**src/rtl/excitation_mode_pkg.sv**
```systemverilog
package excitation_mode_pkg;
    localparam int CLK_HZ = 10_000_000;
    localparam int SAVE_DELAY_MS = 2000;
    localparam int SAVE_CYCLES = SAVE_DELAY_MS * (CLK_HZ / 1000);
    localparam int DEBOUNCE_MS = 20;
    localparam int DEBOUNCE_CYCLES = DEBOUNCE_MS * (CLK_HZ / 1000);
    localparam int RAMP_MS = 50;
    localparam int RAMP_CYCLES = RAMP_MS * (CLK_HZ / 1000);
    localparam int CNT_W = 26;
    localparam int N_IN = 5;
    localparam int DC_SHIFT = 4;
    localparam logic [7:0] A_CTRL = 8'h00;
    localparam logic [7:0] A_STATUS = 8'h04;
    localparam logic [7:0] A_SP = 8'h08;
    localparam logic [7:0] A_SAVED = 8'h18;
    localparam logic [7:0] A_FIELD_V = 8'h28;
    localparam logic [7:0] A_FIELD_I = 8'h2C;
    localparam logic [7:0] A_DEMAND = 8'h30;
    localparam logic [7:0] A_LAST = 8'h30;
    localparam int C_ASSIGN = 0;
    localparam int C_VAR = 2;
    localparam int C_PF = 3;
    localparam int C_VM = 4;
    localparam int C_FCR = 5;
    localparam int C_TRIP = 6;
    localparam logic [6:0] CTRL_RESET = 7'h00;
    localparam logic [1:0] ASSIGN_VARPF = 2'h1;
    localparam logic [1:0] ASSIGN_LIMITER = 2'h2;
    localparam int I_RAISE = 0;
    localparam int I_LOWER = 1;
    localparam int I_SEL = 2;
    localparam int I_PAR = 3;
    localparam int I_VM = 4;
    localparam logic [1:0] SP_AVR = 2'h0;
    localparam logic [1:0] SP_FCR = 2'h1;
    localparam logic [1:0] SP_VAR = 2'h2;
    localparam logic [1:0] SP_PF = 2'h3;
    // Field current in 0.01 A steps, var in percent offset by 100, pf 0.6 lag..0.6 lead
    localparam logic [15:0] AVR_MIN = 16'h0000;
    localparam logic [15:0] AVR_MAX = 16'hFFFF;
    localparam logic [15:0] FCR_MIN = 16'h0003;
    localparam logic [15:0] FCR_MAX = 16'h02BC;
    localparam logic [15:0] VAR_MIN = 16'h0000;
    localparam logic [15:0] VAR_MAX = 16'h00C8;
    localparam logic [15:0] PF_MIN = 16'h0000;
    localparam logic [15:0] PF_MAX = 16'h0050;
    localparam logic [15:0] AVR_RESET = 16'h1000;
    localparam logic [15:0] FCR_RESET = 16'h0064;
    localparam logic [15:0] VAR_RESET = 16'h0064;
    localparam logic [15:0] PF_RESET = 16'h0028;
    localparam logic [1:0] HTRANS_NONSEQ = 2'h2;
    typedef enum logic [5:0] {
        M_AVR = 6'h01,
        M_FCR = 6'h02,
        M_VAR = 6'h04,
        M_PF = 6'h08,
        M_DROOP = 6'h10,
        M_VMATCH = 6'h20
    } mode_t;
endpackage

```
**src/rtl/excitation_mode_control.sv**
```systemverilog
`timescale 1ns/1ps
module excitation_mode_control #(
    parameter int DEBOUNCE_CYC = excitation_mode_pkg::DEBOUNCE_CYCLES,
    parameter int RAMP_CYC = excitation_mode_pkg::RAMP_CYCLES,
    parameter int SAVE_CYC = excitation_mode_pkg::SAVE_CYCLES
) (
    input wire logic i_clk,
    input wire logic i_reset_n,
    input wire logic i_hsel,
    input wire logic [31:0] i_haddr,
    input wire logic [1:0] i_htrans,
    input wire logic i_hwrite,
    input wire logic [2:0] i_hsize,
    input wire logic [31:0] i_hwdata,
    input wire logic i_hready,
    output logic o_hreadyout,
    output logic o_hresp,
    output logic [31:0] o_hrdata,
    input wire logic i_raise_input,
    input wire logic i_lower_input,
    input wire logic i_var_pf_limiter_select_input,
    input wire logic i_parallel_compensation_input,
    input wire logic i_voltage_match_input,
    input wire logic i_alarm,
    input wire logic i_sample_valid,
    input wire logic [11:0] i_field_voltage_sample,
    input wire logic [11:0] i_field_current_sample,
    output logic o_alarm_relay_output,
    output logic [5:0] o_mode,
    output logic [15:0] o_active_setpoint,
    output logic o_varpf_indicator,
    output logic o_oel_setpoint_select,
    output logic o_oel2_available,
    output logic o_excitation_limiter_available,
    output logic [11:0] o_field_voltage_dc,
    output logic [11:0] o_field_current_dc,
    output logic o_field_gate,
    output logic o_save_strobe
);
    logic [6:0] ctrl;
    logic [15:0] setpoint [4];
    logic [15:0] saved [4];
    logic [7:0] demand;
    logic [4:0] sync1, sync2, closed;
    logic [4:0] raw;
    localparam int CNT_W_L = excitation_mode_pkg::CNT_W;
    logic [CNT_W_L-1:0] deb_cnt [5];
    logic [CNT_W_L-1:0] ramp_cnt, save_cnt;
    logic save_pending;
    excitation_mode_pkg::mode_t mode, next_mode;
    logic [1:0] sp_idx;
    logic varpf_assigned, lim_assigned, varpf_on, vm_on;
    logic adj_up, adj_dn, ramp_tick;
    logic [15:0] sp_min, sp_max;
    logic [15:0] fv_acc, fi_acc;
    logic [3:0] acc_n;
    logic [7:0] pwm_cnt, duty;
    logic dp_active, dp_write;
    logic [7:0] dp_addr;
    logic [31:0] next_rdata;

    function automatic logic [15:0] lim_lo(input logic [1:0] idx);
        case (idx)
            excitation_mode_pkg::SP_FCR: lim_lo = excitation_mode_pkg::FCR_MIN;
            excitation_mode_pkg::SP_VAR: lim_lo = excitation_mode_pkg::VAR_MIN;
            excitation_mode_pkg::SP_PF: lim_lo = excitation_mode_pkg::PF_MIN;
            default: lim_lo = excitation_mode_pkg::AVR_MIN;
        endcase
    endfunction

    function automatic logic [15:0] lim_hi(input logic [1:0] idx);
        case (idx)
            excitation_mode_pkg::SP_FCR: lim_hi = excitation_mode_pkg::FCR_MAX;
            excitation_mode_pkg::SP_VAR: lim_hi = excitation_mode_pkg::VAR_MAX;
            excitation_mode_pkg::SP_PF: lim_hi = excitation_mode_pkg::PF_MAX;
            default: lim_hi = excitation_mode_pkg::AVR_MAX;
        endcase
    endfunction

    function automatic logic [15:0] clamp(input logic [15:0] v, input logic [1:0] idx);
        if (v < lim_lo(idx)) begin
            clamp = lim_lo(idx);
        end else if (v > lim_hi(idx)) begin
            clamp = lim_hi(idx);
        end else begin
            clamp = v;
        end
    endfunction

    // Contact synchroniser and debounce
    assign raw = {i_voltage_match_input, i_parallel_compensation_input,
        i_var_pf_limiter_select_input, i_lower_input, i_raise_input};

    always_ff @(posedge i_clk or negedge i_reset_n) begin
        if (!i_reset_n) begin
            sync1 <= 5'h00;
            sync2 <= 5'h00;
        end else begin
            sync1 <= raw;
            sync2 <= sync1;
        end
    end

    always_ff @(posedge i_clk or negedge i_reset_n) begin
        if (!i_reset_n) begin
            closed <= 5'h00;
            for (int k = 0; k < excitation_mode_pkg::N_IN; k++) begin
                deb_cnt[k] <= '0;
            end
        end else begin
            for (int k = 0; k < excitation_mode_pkg::N_IN; k++) begin
                if (sync2[k] == closed[k]) begin
                    deb_cnt[k] <= '0;
                end else if (deb_cnt[k] == CNT_W_L'(DEBOUNCE_CYC - 1)) begin
                    closed[k] <= sync2[k];
                    deb_cnt[k] <= '0;
                end else begin
                    deb_cnt[k] <= deb_cnt[k] + 1'b1;
                end
            end
        end
    end

    // Mode arbitration
    assign varpf_assigned = ctrl[excitation_mode_pkg::C_ASSIGN +: 2]
        == excitation_mode_pkg::ASSIGN_VARPF;
    assign lim_assigned = ctrl[excitation_mode_pkg::C_ASSIGN +: 2]
        == excitation_mode_pkg::ASSIGN_LIMITER;
    assign varpf_on = varpf_assigned && !closed[excitation_mode_pkg::I_SEL]
        && (ctrl[excitation_mode_pkg::C_VAR] || ctrl[excitation_mode_pkg::C_PF]);
    assign vm_on = ctrl[excitation_mode_pkg::C_VM] && closed[excitation_mode_pkg::I_VM]
        && closed[excitation_mode_pkg::I_SEL] && closed[excitation_mode_pkg::I_PAR];

    always_comb begin
        if (ctrl[excitation_mode_pkg::C_FCR]) begin
            next_mode = excitation_mode_pkg::M_FCR;
        end else if (varpf_on) begin
            next_mode = ctrl[excitation_mode_pkg::C_VAR] ? excitation_mode_pkg::M_VAR
                : excitation_mode_pkg::M_PF;
        end else if (vm_on) begin
            next_mode = excitation_mode_pkg::M_VMATCH;
        end else if (!closed[excitation_mode_pkg::I_PAR]) begin
            next_mode = excitation_mode_pkg::M_DROOP;
        end else begin
            next_mode = excitation_mode_pkg::M_AVR;
        end
    end

    always_ff @(posedge i_clk or negedge i_reset_n) begin
        if (!i_reset_n) begin
            mode <= excitation_mode_pkg::M_AVR;
        end else begin
            mode <= next_mode;
        end
    end

    always_comb begin
        case (mode)
            excitation_mode_pkg::M_FCR: sp_idx = excitation_mode_pkg::SP_FCR;
            excitation_mode_pkg::M_VAR: sp_idx = excitation_mode_pkg::SP_VAR;
            excitation_mode_pkg::M_PF: sp_idx = excitation_mode_pkg::SP_PF;
            default: sp_idx = excitation_mode_pkg::SP_AVR;
        endcase
    end

    // Setpoint ramp, save timer
    assign adj_up = closed[excitation_mode_pkg::I_RAISE] && !closed[excitation_mode_pkg::I_LOWER];
    assign adj_dn = closed[excitation_mode_pkg::I_LOWER] && !closed[excitation_mode_pkg::I_RAISE];
    assign ramp_tick = (adj_up || adj_dn) && ramp_cnt == CNT_W_L'(RAMP_CYC - 1);
    assign sp_min = lim_lo(sp_idx);
    assign sp_max = lim_hi(sp_idx);

    always_ff @(posedge i_clk or negedge i_reset_n) begin
        if (!i_reset_n) begin
            ramp_cnt <= '0;
        end else if (!(adj_up || adj_dn) || ramp_tick) begin
            ramp_cnt <= '0;
        end else begin
            ramp_cnt <= ramp_cnt + 1'b1;
        end
    end

    always_ff @(posedge i_clk or negedge i_reset_n) begin
        if (!i_reset_n) begin
            setpoint[0] <= excitation_mode_pkg::AVR_RESET;
            setpoint[1] <= excitation_mode_pkg::FCR_RESET;
            setpoint[2] <= excitation_mode_pkg::VAR_RESET;
            setpoint[3] <= excitation_mode_pkg::PF_RESET;
        end else if (dp_write && dp_addr >= excitation_mode_pkg::A_SP
            && dp_addr < excitation_mode_pkg::A_SAVED) begin
            setpoint[dp_addr[3:2] - 2'h2] <= clamp(i_hwdata[15:0], dp_addr[3:2] - 2'h2);
        end else if (ramp_tick && adj_up && setpoint[sp_idx] < sp_max) begin
            setpoint[sp_idx] <= setpoint[sp_idx] + 16'h0001;
        end else if (ramp_tick && adj_dn && setpoint[sp_idx] > sp_min) begin
            setpoint[sp_idx] <= setpoint[sp_idx] - 16'h0001;
        end
    end

    always_ff @(posedge i_clk or negedge i_reset_n) begin
        if (!i_reset_n) begin
            save_pending <= 1'b0;
            save_cnt <= '0;
            o_save_strobe <= 1'b0;
            saved[0] <= excitation_mode_pkg::AVR_RESET;
            saved[1] <= excitation_mode_pkg::FCR_RESET;
            saved[2] <= excitation_mode_pkg::VAR_RESET;
            saved[3] <= excitation_mode_pkg::PF_RESET;
        end else begin
            o_save_strobe <= 1'b0;
            if (closed[excitation_mode_pkg::I_RAISE] || closed[excitation_mode_pkg::I_LOWER]) begin
                save_pending <= 1'b1;
                save_cnt <= '0;
            end else if (save_pending && save_cnt == CNT_W_L'(SAVE_CYC - 1)) begin
                save_pending <= 1'b0;
                save_cnt <= '0;
                o_save_strobe <= 1'b1;
                for (int k = 0; k < 4; k++) begin
                    saved[k] <= setpoint[k];
                end
            end else if (save_pending) begin
                save_cnt <= save_cnt + 1'b1;
            end
        end
    end

    // Field measurement averaging
    always_ff @(posedge i_clk or negedge i_reset_n) begin
        if (!i_reset_n) begin
            fv_acc <= 16'h0000;
            fi_acc <= 16'h0000;
            acc_n <= 4'h0;
            o_field_voltage_dc <= 12'h000;
            o_field_current_dc <= 12'h000;
        end else if (i_sample_valid) begin
            acc_n <= acc_n + 4'h1;
            if (acc_n == 4'hF) begin
                o_field_voltage_dc <= 12'((fv_acc + 16'(i_field_voltage_sample))
                    >> excitation_mode_pkg::DC_SHIFT);
                o_field_current_dc <= 12'((fi_acc + 16'(i_field_current_sample))
                    >> excitation_mode_pkg::DC_SHIFT);
                fv_acc <= 16'h0000;
                fi_acc <= 16'h0000;
            end else begin
                fv_acc <= fv_acc + 16'(i_field_voltage_sample);
                fi_acc <= fi_acc + 16'(i_field_current_sample);
            end
        end
    end

    // Gating pulses; field current loop trims duty once per period
    always_ff @(posedge i_clk or negedge i_reset_n) begin
        if (!i_reset_n) begin
            pwm_cnt <= 8'h00;
            duty <= 8'h00;
            o_field_gate <= 1'b0;
        end else begin
            pwm_cnt <= pwm_cnt + 8'h01;
            if (pwm_cnt == 8'hFF) begin
                if (mode != excitation_mode_pkg::M_FCR) begin
                    duty <= demand;
                end else if (16'(o_field_current_dc) < setpoint[excitation_mode_pkg::SP_FCR]
                    && duty != 8'hFF) begin
                    duty <= duty + 8'h01;
                end else if (16'(o_field_current_dc) > setpoint[excitation_mode_pkg::SP_FCR]
                    && duty != 8'h00) begin
                    duty <= duty - 8'h01;
                end
            end
            o_field_gate <= !ctrl[excitation_mode_pkg::C_TRIP] && pwm_cnt < duty;
        end
    end

    // Outputs
    always_ff @(posedge i_clk or negedge i_reset_n) begin
        if (!i_reset_n) begin
            o_alarm_relay_output <= 1'b0;
            o_varpf_indicator <= 1'b0;
            o_oel_setpoint_select <= 1'b0;
            o_oel2_available <= 1'b0;
            o_excitation_limiter_available <= 1'b0;
            o_active_setpoint <= 16'h0000;
        end else begin
            o_alarm_relay_output <= !i_alarm && !ctrl[excitation_mode_pkg::C_TRIP];
            o_varpf_indicator <= mode == excitation_mode_pkg::M_VAR
                || mode == excitation_mode_pkg::M_PF;
            o_oel_setpoint_select <= lim_assigned && !closed[excitation_mode_pkg::I_SEL];
            o_oel2_available <= !(varpf_on && ctrl[excitation_mode_pkg::C_VAR]);
            o_excitation_limiter_available <= !varpf_assigned
                && !(varpf_on && ctrl[excitation_mode_pkg::C_PF]);
            o_active_setpoint <= setpoint[sp_idx];
        end
    end
    assign o_mode = mode;

    // AHB-Lite slave, zero wait states
    assign o_hreadyout = 1'b1;
    assign o_hresp = 1'b0;

    always_comb begin
        next_rdata = 32'h0000_0000;
        if (i_haddr[7:0] == excitation_mode_pkg::A_CTRL) begin
            next_rdata = 32'(ctrl);
        end else if (i_haddr[7:0] == excitation_mode_pkg::A_STATUS) begin
            next_rdata = {19'h0, save_pending, o_alarm_relay_output, closed, mode};
        end else if (i_haddr[7:0] >= excitation_mode_pkg::A_SP
            && i_haddr[7:0] < excitation_mode_pkg::A_SAVED) begin
            next_rdata = 32'(setpoint[i_haddr[3:2] - 2'h2]);
        end else if (i_haddr[7:0] >= excitation_mode_pkg::A_SAVED
            && i_haddr[7:0] < excitation_mode_pkg::A_FIELD_V) begin
            next_rdata = 32'(saved[i_haddr[3:2] - 2'h2]);
        end else if (i_haddr[7:0] == excitation_mode_pkg::A_FIELD_V) begin
            next_rdata = 32'(o_field_voltage_dc);
        end else if (i_haddr[7:0] == excitation_mode_pkg::A_FIELD_I) begin
            next_rdata = 32'(o_field_current_dc);
        end else if (i_haddr[7:0] == excitation_mode_pkg::A_DEMAND) begin
            next_rdata = 32'(demand);
        end
        if (i_haddr[31:8] != 24'h000000) begin
            next_rdata = 32'h0000_0000;
        end
    end

    always_ff @(posedge i_clk or negedge i_reset_n) begin
        if (!i_reset_n) begin
            dp_active <= 1'b0;
            dp_write <= 1'b0;
            dp_addr <= 8'h00;
            o_hrdata <= 32'h0000_0000;
        end else if (i_hready) begin
            dp_active <= i_hsel && i_htrans == excitation_mode_pkg::HTRANS_NONSEQ;
            dp_write <= i_hsel && i_htrans == excitation_mode_pkg::HTRANS_NONSEQ && i_hwrite
                && i_haddr[31:8] == 24'h000000 && i_haddr[7:0] <= excitation_mode_pkg::A_LAST;
            dp_addr <= i_haddr[7:0];
            o_hrdata <= next_rdata;
        end
    end

    always_ff @(posedge i_clk or negedge i_reset_n) begin
        if (!i_reset_n) begin
            ctrl <= excitation_mode_pkg::CTRL_RESET;
            demand <= 8'h00;
        end else if (dp_write && dp_addr == excitation_mode_pkg::A_CTRL) begin
            ctrl <= i_hwdata[6:0];
        end else if (dp_write && dp_addr == excitation_mode_pkg::A_DEMAND) begin
            demand <= i_hwdata[7:0];
        end
    end

    // Checks
    property p_vm_forced_off;
        @(posedge i_clk) disable iff (!i_reset_n)
        !closed[excitation_mode_pkg::I_SEL] || !closed[excitation_mode_pkg::I_PAR]
            |=> mode != excitation_mode_pkg::M_VMATCH;
    endproperty
    a_vm_forced_off: assert property (p_vm_forced_off) else $error("vm not forced off");

    property p_varpf_priority;
        @(posedge i_clk) disable iff (!i_reset_n)
        varpf_on && !ctrl[excitation_mode_pkg::C_FCR] |=> o_mode[2] || o_mode[3];
    endproperty
    a_varpf_priority: assert property (p_varpf_priority) else $error("var/pf not chosen");

    property p_droop;
        @(posedge i_clk) disable iff (!i_reset_n)
        !closed[excitation_mode_pkg::I_PAR] && !varpf_on && !ctrl[excitation_mode_pkg::C_FCR]
            |=> mode == excitation_mode_pkg::M_DROOP;
    endproperty
    a_droop: assert property (p_droop) else $error("droop mode missing");

    property p_indicator;
        @(posedge i_clk) disable iff (!i_reset_n)
        ##1 o_varpf_indicator == ($past(mode) == excitation_mode_pkg::M_VAR
            || $past(mode) == excitation_mode_pkg::M_PF);
    endproperty
    a_indicator: assert property (p_indicator) else $error("indicator mismatch");

    property p_alarm;
        @(posedge i_clk) disable iff (!i_reset_n)
        i_alarm |=> !o_alarm_relay_output;
    endproperty
    a_alarm: assert property (p_alarm) else $error("relay closed under alarm");

    property p_raise_no_fall;
        @(posedge i_clk) disable iff (!i_reset_n)
        adj_up && !dp_write && $stable(sp_idx) |=> setpoint[$past(sp_idx)]
            >= $past(setpoint[sp_idx]);
    endproperty
    a_raise_no_fall: assert property (p_raise_no_fall) else $error("setpoint fell on raise");

    property p_fcr_range;
        @(posedge i_clk) disable iff (!i_reset_n)
        setpoint[excitation_mode_pkg::SP_FCR] >= excitation_mode_pkg::FCR_MIN
            && setpoint[excitation_mode_pkg::SP_FCR] <= excitation_mode_pkg::FCR_MAX;
    endproperty
    a_fcr_range: assert property (p_fcr_range) else $error("field setpoint out of range");

    property p_save_restart;
        @(posedge i_clk) disable iff (!i_reset_n)
        closed[excitation_mode_pkg::I_RAISE] |=> save_pending && save_cnt == '0 && !o_save_strobe;
    endproperty
    a_save_restart: assert property (p_save_restart) else $error("save not restarted");

    property p_save_copy;
        @(posedge i_clk) disable iff (!i_reset_n)
        o_save_strobe |-> saved[excitation_mode_pkg::SP_AVR] == $past(setpoint[0]);
    endproperty
    a_save_copy: assert property (p_save_copy) else $error("saved value wrong");

    property p_oel2;
        @(posedge i_clk) disable iff (!i_reset_n)
        varpf_on && ctrl[excitation_mode_pkg::C_VAR] |=> !o_oel2_available;
    endproperty
    a_oel2: assert property (p_oel2) else $error("second limiter available");

    c_varpf: cover property (@(posedge i_clk) disable iff (!i_reset_n)
        mode == excitation_mode_pkg::M_VAR);
    c_vmatch: cover property (@(posedge i_clk) disable iff (!i_reset_n)
        mode == excitation_mode_pkg::M_VMATCH);
    c_save: cover property (@(posedge i_clk) disable iff (!i_reset_n) o_save_strobe);
endmodule

```
**config.mk**
```make
export PLATFORM = sky130hd
export DESIGN_NAME = excitation_mode_control
export DESIGN_NICKNAME = d
export VERILOG_FILES = /design/src/rtl/excitation_mode_pkg.sv /design/src/rtl/excitation_mode_control.sv
export SDC_FILE = /design/constraint.sdc
export NUM_CORES = 1
export LEC_CHECK = 0
export BUFFER_PORTS_ARGS = -buffer_cell sky130_fd_sc_hd__buf_2
export CORE_UTILIZATION = 35
export CTS_BUF_LIST = sky130_fd_sc_hd__clkbuf_4
export DETAILED_ROUTE_END_ITERATION = 10
export GPL_ROUTABILITY_DRIVEN = 0
export HOLD_SLACK_MARGIN = 0.03
export SETUP_SLACK_MARGIN = 0.3
export SLEW_MARGIN = 25
export SYNTH_ARGS = -nofsm -noshare
export SYNTH_HDL_FRONTEND = slang
export SYNTH_SLANG_ARGS = --single-unit
```
**constraint.sdc**
```tcl
create_clock -name i_clk -period 6.05 [get_ports i_clk]
set_clock_uncertainty 0.1 [all_clocks]
set_input_delay 0.3025 -clock i_clk [delete_from_list [all_inputs] [get_ports i_clk]]
set_output_delay 0.3025 -clock i_clk [all_outputs]
set_load 0.05 [all_outputs]
```
==> results.cfg <==
[grt]
grt.overflow.total = 0
grt_first_pass_wirelength_um = 118000
grt_max_degree = 170
first_global_vias = 20600
track_usage_pct = 20.6
antenna_found_initial = 3

[critical_path]
path_max_fanout = 21
rr_endpoint = setpoint[45]
critPathArrivalTime_ns = 6.09
rrSetupSlack_ns = 0.61
crit_type = reg2reg
required_ns = 6.70
end_kind = flip-flop
start_kind = flip-flop
reg2reg_from = o_mode[0]
endpoint = setpoint[45]
crit_start = o_mode[0]
r2r.worst_path.cells = 13

[clocking]
clkLatencyLatePin_ns = 0.98
cts_buffer_depth = 3
postCtsSetupBuffers = 0
numCtsBuffers = 135
postCtsHoldBufs = 86
root_buffer = clkbuf_4
numClockSinks = 471
htreeDepth = 4
cts-resized-gates = 0
clk_pin_slew_ns = 0.06
cts_tree = yes

[sta]
min_period_ns = 5.44
rsz0062_at_grt = no
worstMarginPinSlew_ns = 1.07
finalCritPeriodShare_pct = 89.9
setup_viol = 0
setup_tns_ns = 0
slew_viol_final = 0
fmax_mhz = 184
hold_viol_final = 0
relSlewSlack_pct = 28.7

[synth]
syn_inst = 2610
async_flop_share_pct = 100
synth_edf_count = 0
ys_seq_area_share_pct = 46.7
synthFlopType = dfrtp_1
netlist.area_leader.share_pct = 44.7
synth_cell_type_count = 82
synth_area_per_cell_um2 = 9.69
synth_warnings = 0
yosys-top-cells-area = dfrtp_1, nand2_1, ha_1, xor2_1, nor2_1
ys_ff_latch = 471
synth_top_cell_by_area = dfrtp_1
syn_area_mm2 = 0.0253

[final_layout]
layout.nets = 3125
drive_gt1_share_pct = 17.4
syn_to_final_growth_pct = 17.6

[drt]
vias = 21100
wire_per_inst_um = 18.9
antenna_left = 0
dr.pass1.iters = 5
vias_per_cell = 5.32
wl_um = 75000
drt_iter0_drc = 1678
drc_errors = 0

[floorplan]
core-area_mm2 = 0.0715
start_util_pct = 35.4
die_h_um = 271
die-area_mm2 = 0.0733
floorplan.rows = 98
die_x_um = 271
io_pins = 192

[power_and_ir_drop]
p_per_area_mw_per_mm2 = 287
vdd_drop_max_mv = 0.209
p_total_uw = 8520
leakage_uw = 0.0130

[flow_run]
drv_cap = 0

[worst_hold_path]
hold_path_class = in2reg

[placed_design]
hpwl_um = 51700
portBuffers = 154

[status]
status = complete, no violations
==> metrics by stage <==
stage / setup slack, ns / instances / instance area (um2) / util [%] / hold slack [ns]
global placement: 0.720 / 3651 / 27100 / 37.9 / 0.235
floorplan: 1.19 / 2626 / 25300 / - / -0.0931
finish: 0.608 / 3968 / 29700 / 41.6 / 0.158
detailed placement: 0.765 / 3651 / 27100 / 38.0 / 0.235
CTS: 0.724 / 3963 / 29700 / 41.5 / 0.0485
global route: 0.374 / 3968 / 29700 / 41.6 / 0.0750
==> where the power goes <==
| part | switching (uW) | internal [uW] | total [uW] | leakage [uW] |
|---|---|---|---|---|
| Sequential | 297 | 3370 | 3670 | 0.00600 |
| Clock | 1410 | 1580 | 2990 | 0.000995 |
| Combinational | 1150 | 709 | 1860 | 0.00605 |
==> cells in the mapped netlist, drive strengths merged, types with 51 or more instances <==
| cell | count |
|---|---|
| nand2 | 357 |
| a21oi | 59 |
| xor2 | 115 |
| nor2 | 257 |
| xnor2 | 92 |
| ha | 92 |
| inv | 96 |
| nand3 | 91 |
| dfrtp | 452 |
| nand4 | 51 |
| o21ai | 187 |
| and3 | 62 |
| clkbuf | 85 |
==> routing by layer <==
layer	share of wire, %	GRT usage (%)	up-vias
met4	3.5	8.80	2
met5	0.019	0	-
li1	-	-	9955
met1	45	28.4	10300
met3	7.2	5.19	152
met2	44	30.6	700
==> sequential cells by signal, indices dropped and copies added, names as in the netlist, 12 cells and up <==
name                cells
deb_cnt               130
saved                  64
setpoint               64
ramp_cnt               26
save_cnt               26
fi_acc                 16
fv_acc                 16
o_active_setpoint      16
o_hrdata               16
o_field_current_dc     12
o_field_voltage_dc     12
==> cell families (layout without fill, tap and decap cells) <==
kind of cell,after synthesis,count (layout),share of synthesized area (%)
flip-flops,471,471,46.7
XOR/XNOR,207,207,7.17
AND/OR/NAND/NOR,1043,1043,19.5
buffers and inverters,215,603,3.65
multiplexers,84,84,5.07
other,2,22,0.0297
adder cells (fa/ha/maj),95,95,4.79
AO/OA/AOI/OAI,493,493,13.1
==> area by class of cell <==
class                           count  area (um2)
Antenna cell                        4        10.0
Clock buffer                      198        1490
Clock inverter                     28         184
Fill cell                        7081       41800
Inverter                           98         368
Multi-Input combinational cell   1940       12700
Sequential cell                   471       11800
Tap cell                          950        1190
Timing Repair Buffer              279        2010
==> cells in the final DEF (no fill, tap or decap), types with 59 or more instances in the layout <==
cell type / instances
xnor2_1: 92
nor2_1: 254
xor2_1: 115
dlygate4sd3_1: 85
and3_1: 62
o21ai_0: 184
a21oi_1: 59
clkbuf_4: 198
nand2_1: 356
nand3_1: 91
inv_1: 92
buf_2: 152
ha_1: 92
dfrtp_1: 452
==> worst min path at each step <==
stage / startpoint / endpoint / slack, ns / cells after the start
2_1_floorplan: i_reset_n / acc_n[0] / -0.09 / 0
3_3_place_gp: sync1[0] / sync2[0] / 0.24 / 0
3_5_place_dp: sync1[0] / sync2[0] / 0.23 / 0
4_1_cts: i_field_current_sample[0] / fi_acc[0] / 0.05 / 4
5_1_grt: i_field_current_sample[0] / fi_acc[0] / 0.07 / 4
6_report: i_field_current_sample[0] / fi_acc[0] / 0.16 / 4
==> worst max-delay path, cell delays in order, from the launching register on <==
cell and delay, ns:
dfstp_2 0.56, or4_1 0.65, nor3_1 0.16, a2111oi_1 0.94
ha_1 0.25, and4_1 0.19, o2111ai_1 0.12, a211o_1 0.26
a31oi_1 0.16, o2111ai_1 0.16, and2_1 0.24, a211oi_4 0.51
or2_1 0.68, o221ai_1 0.24
Note: power is estimated with default switching activity, not from simulation.
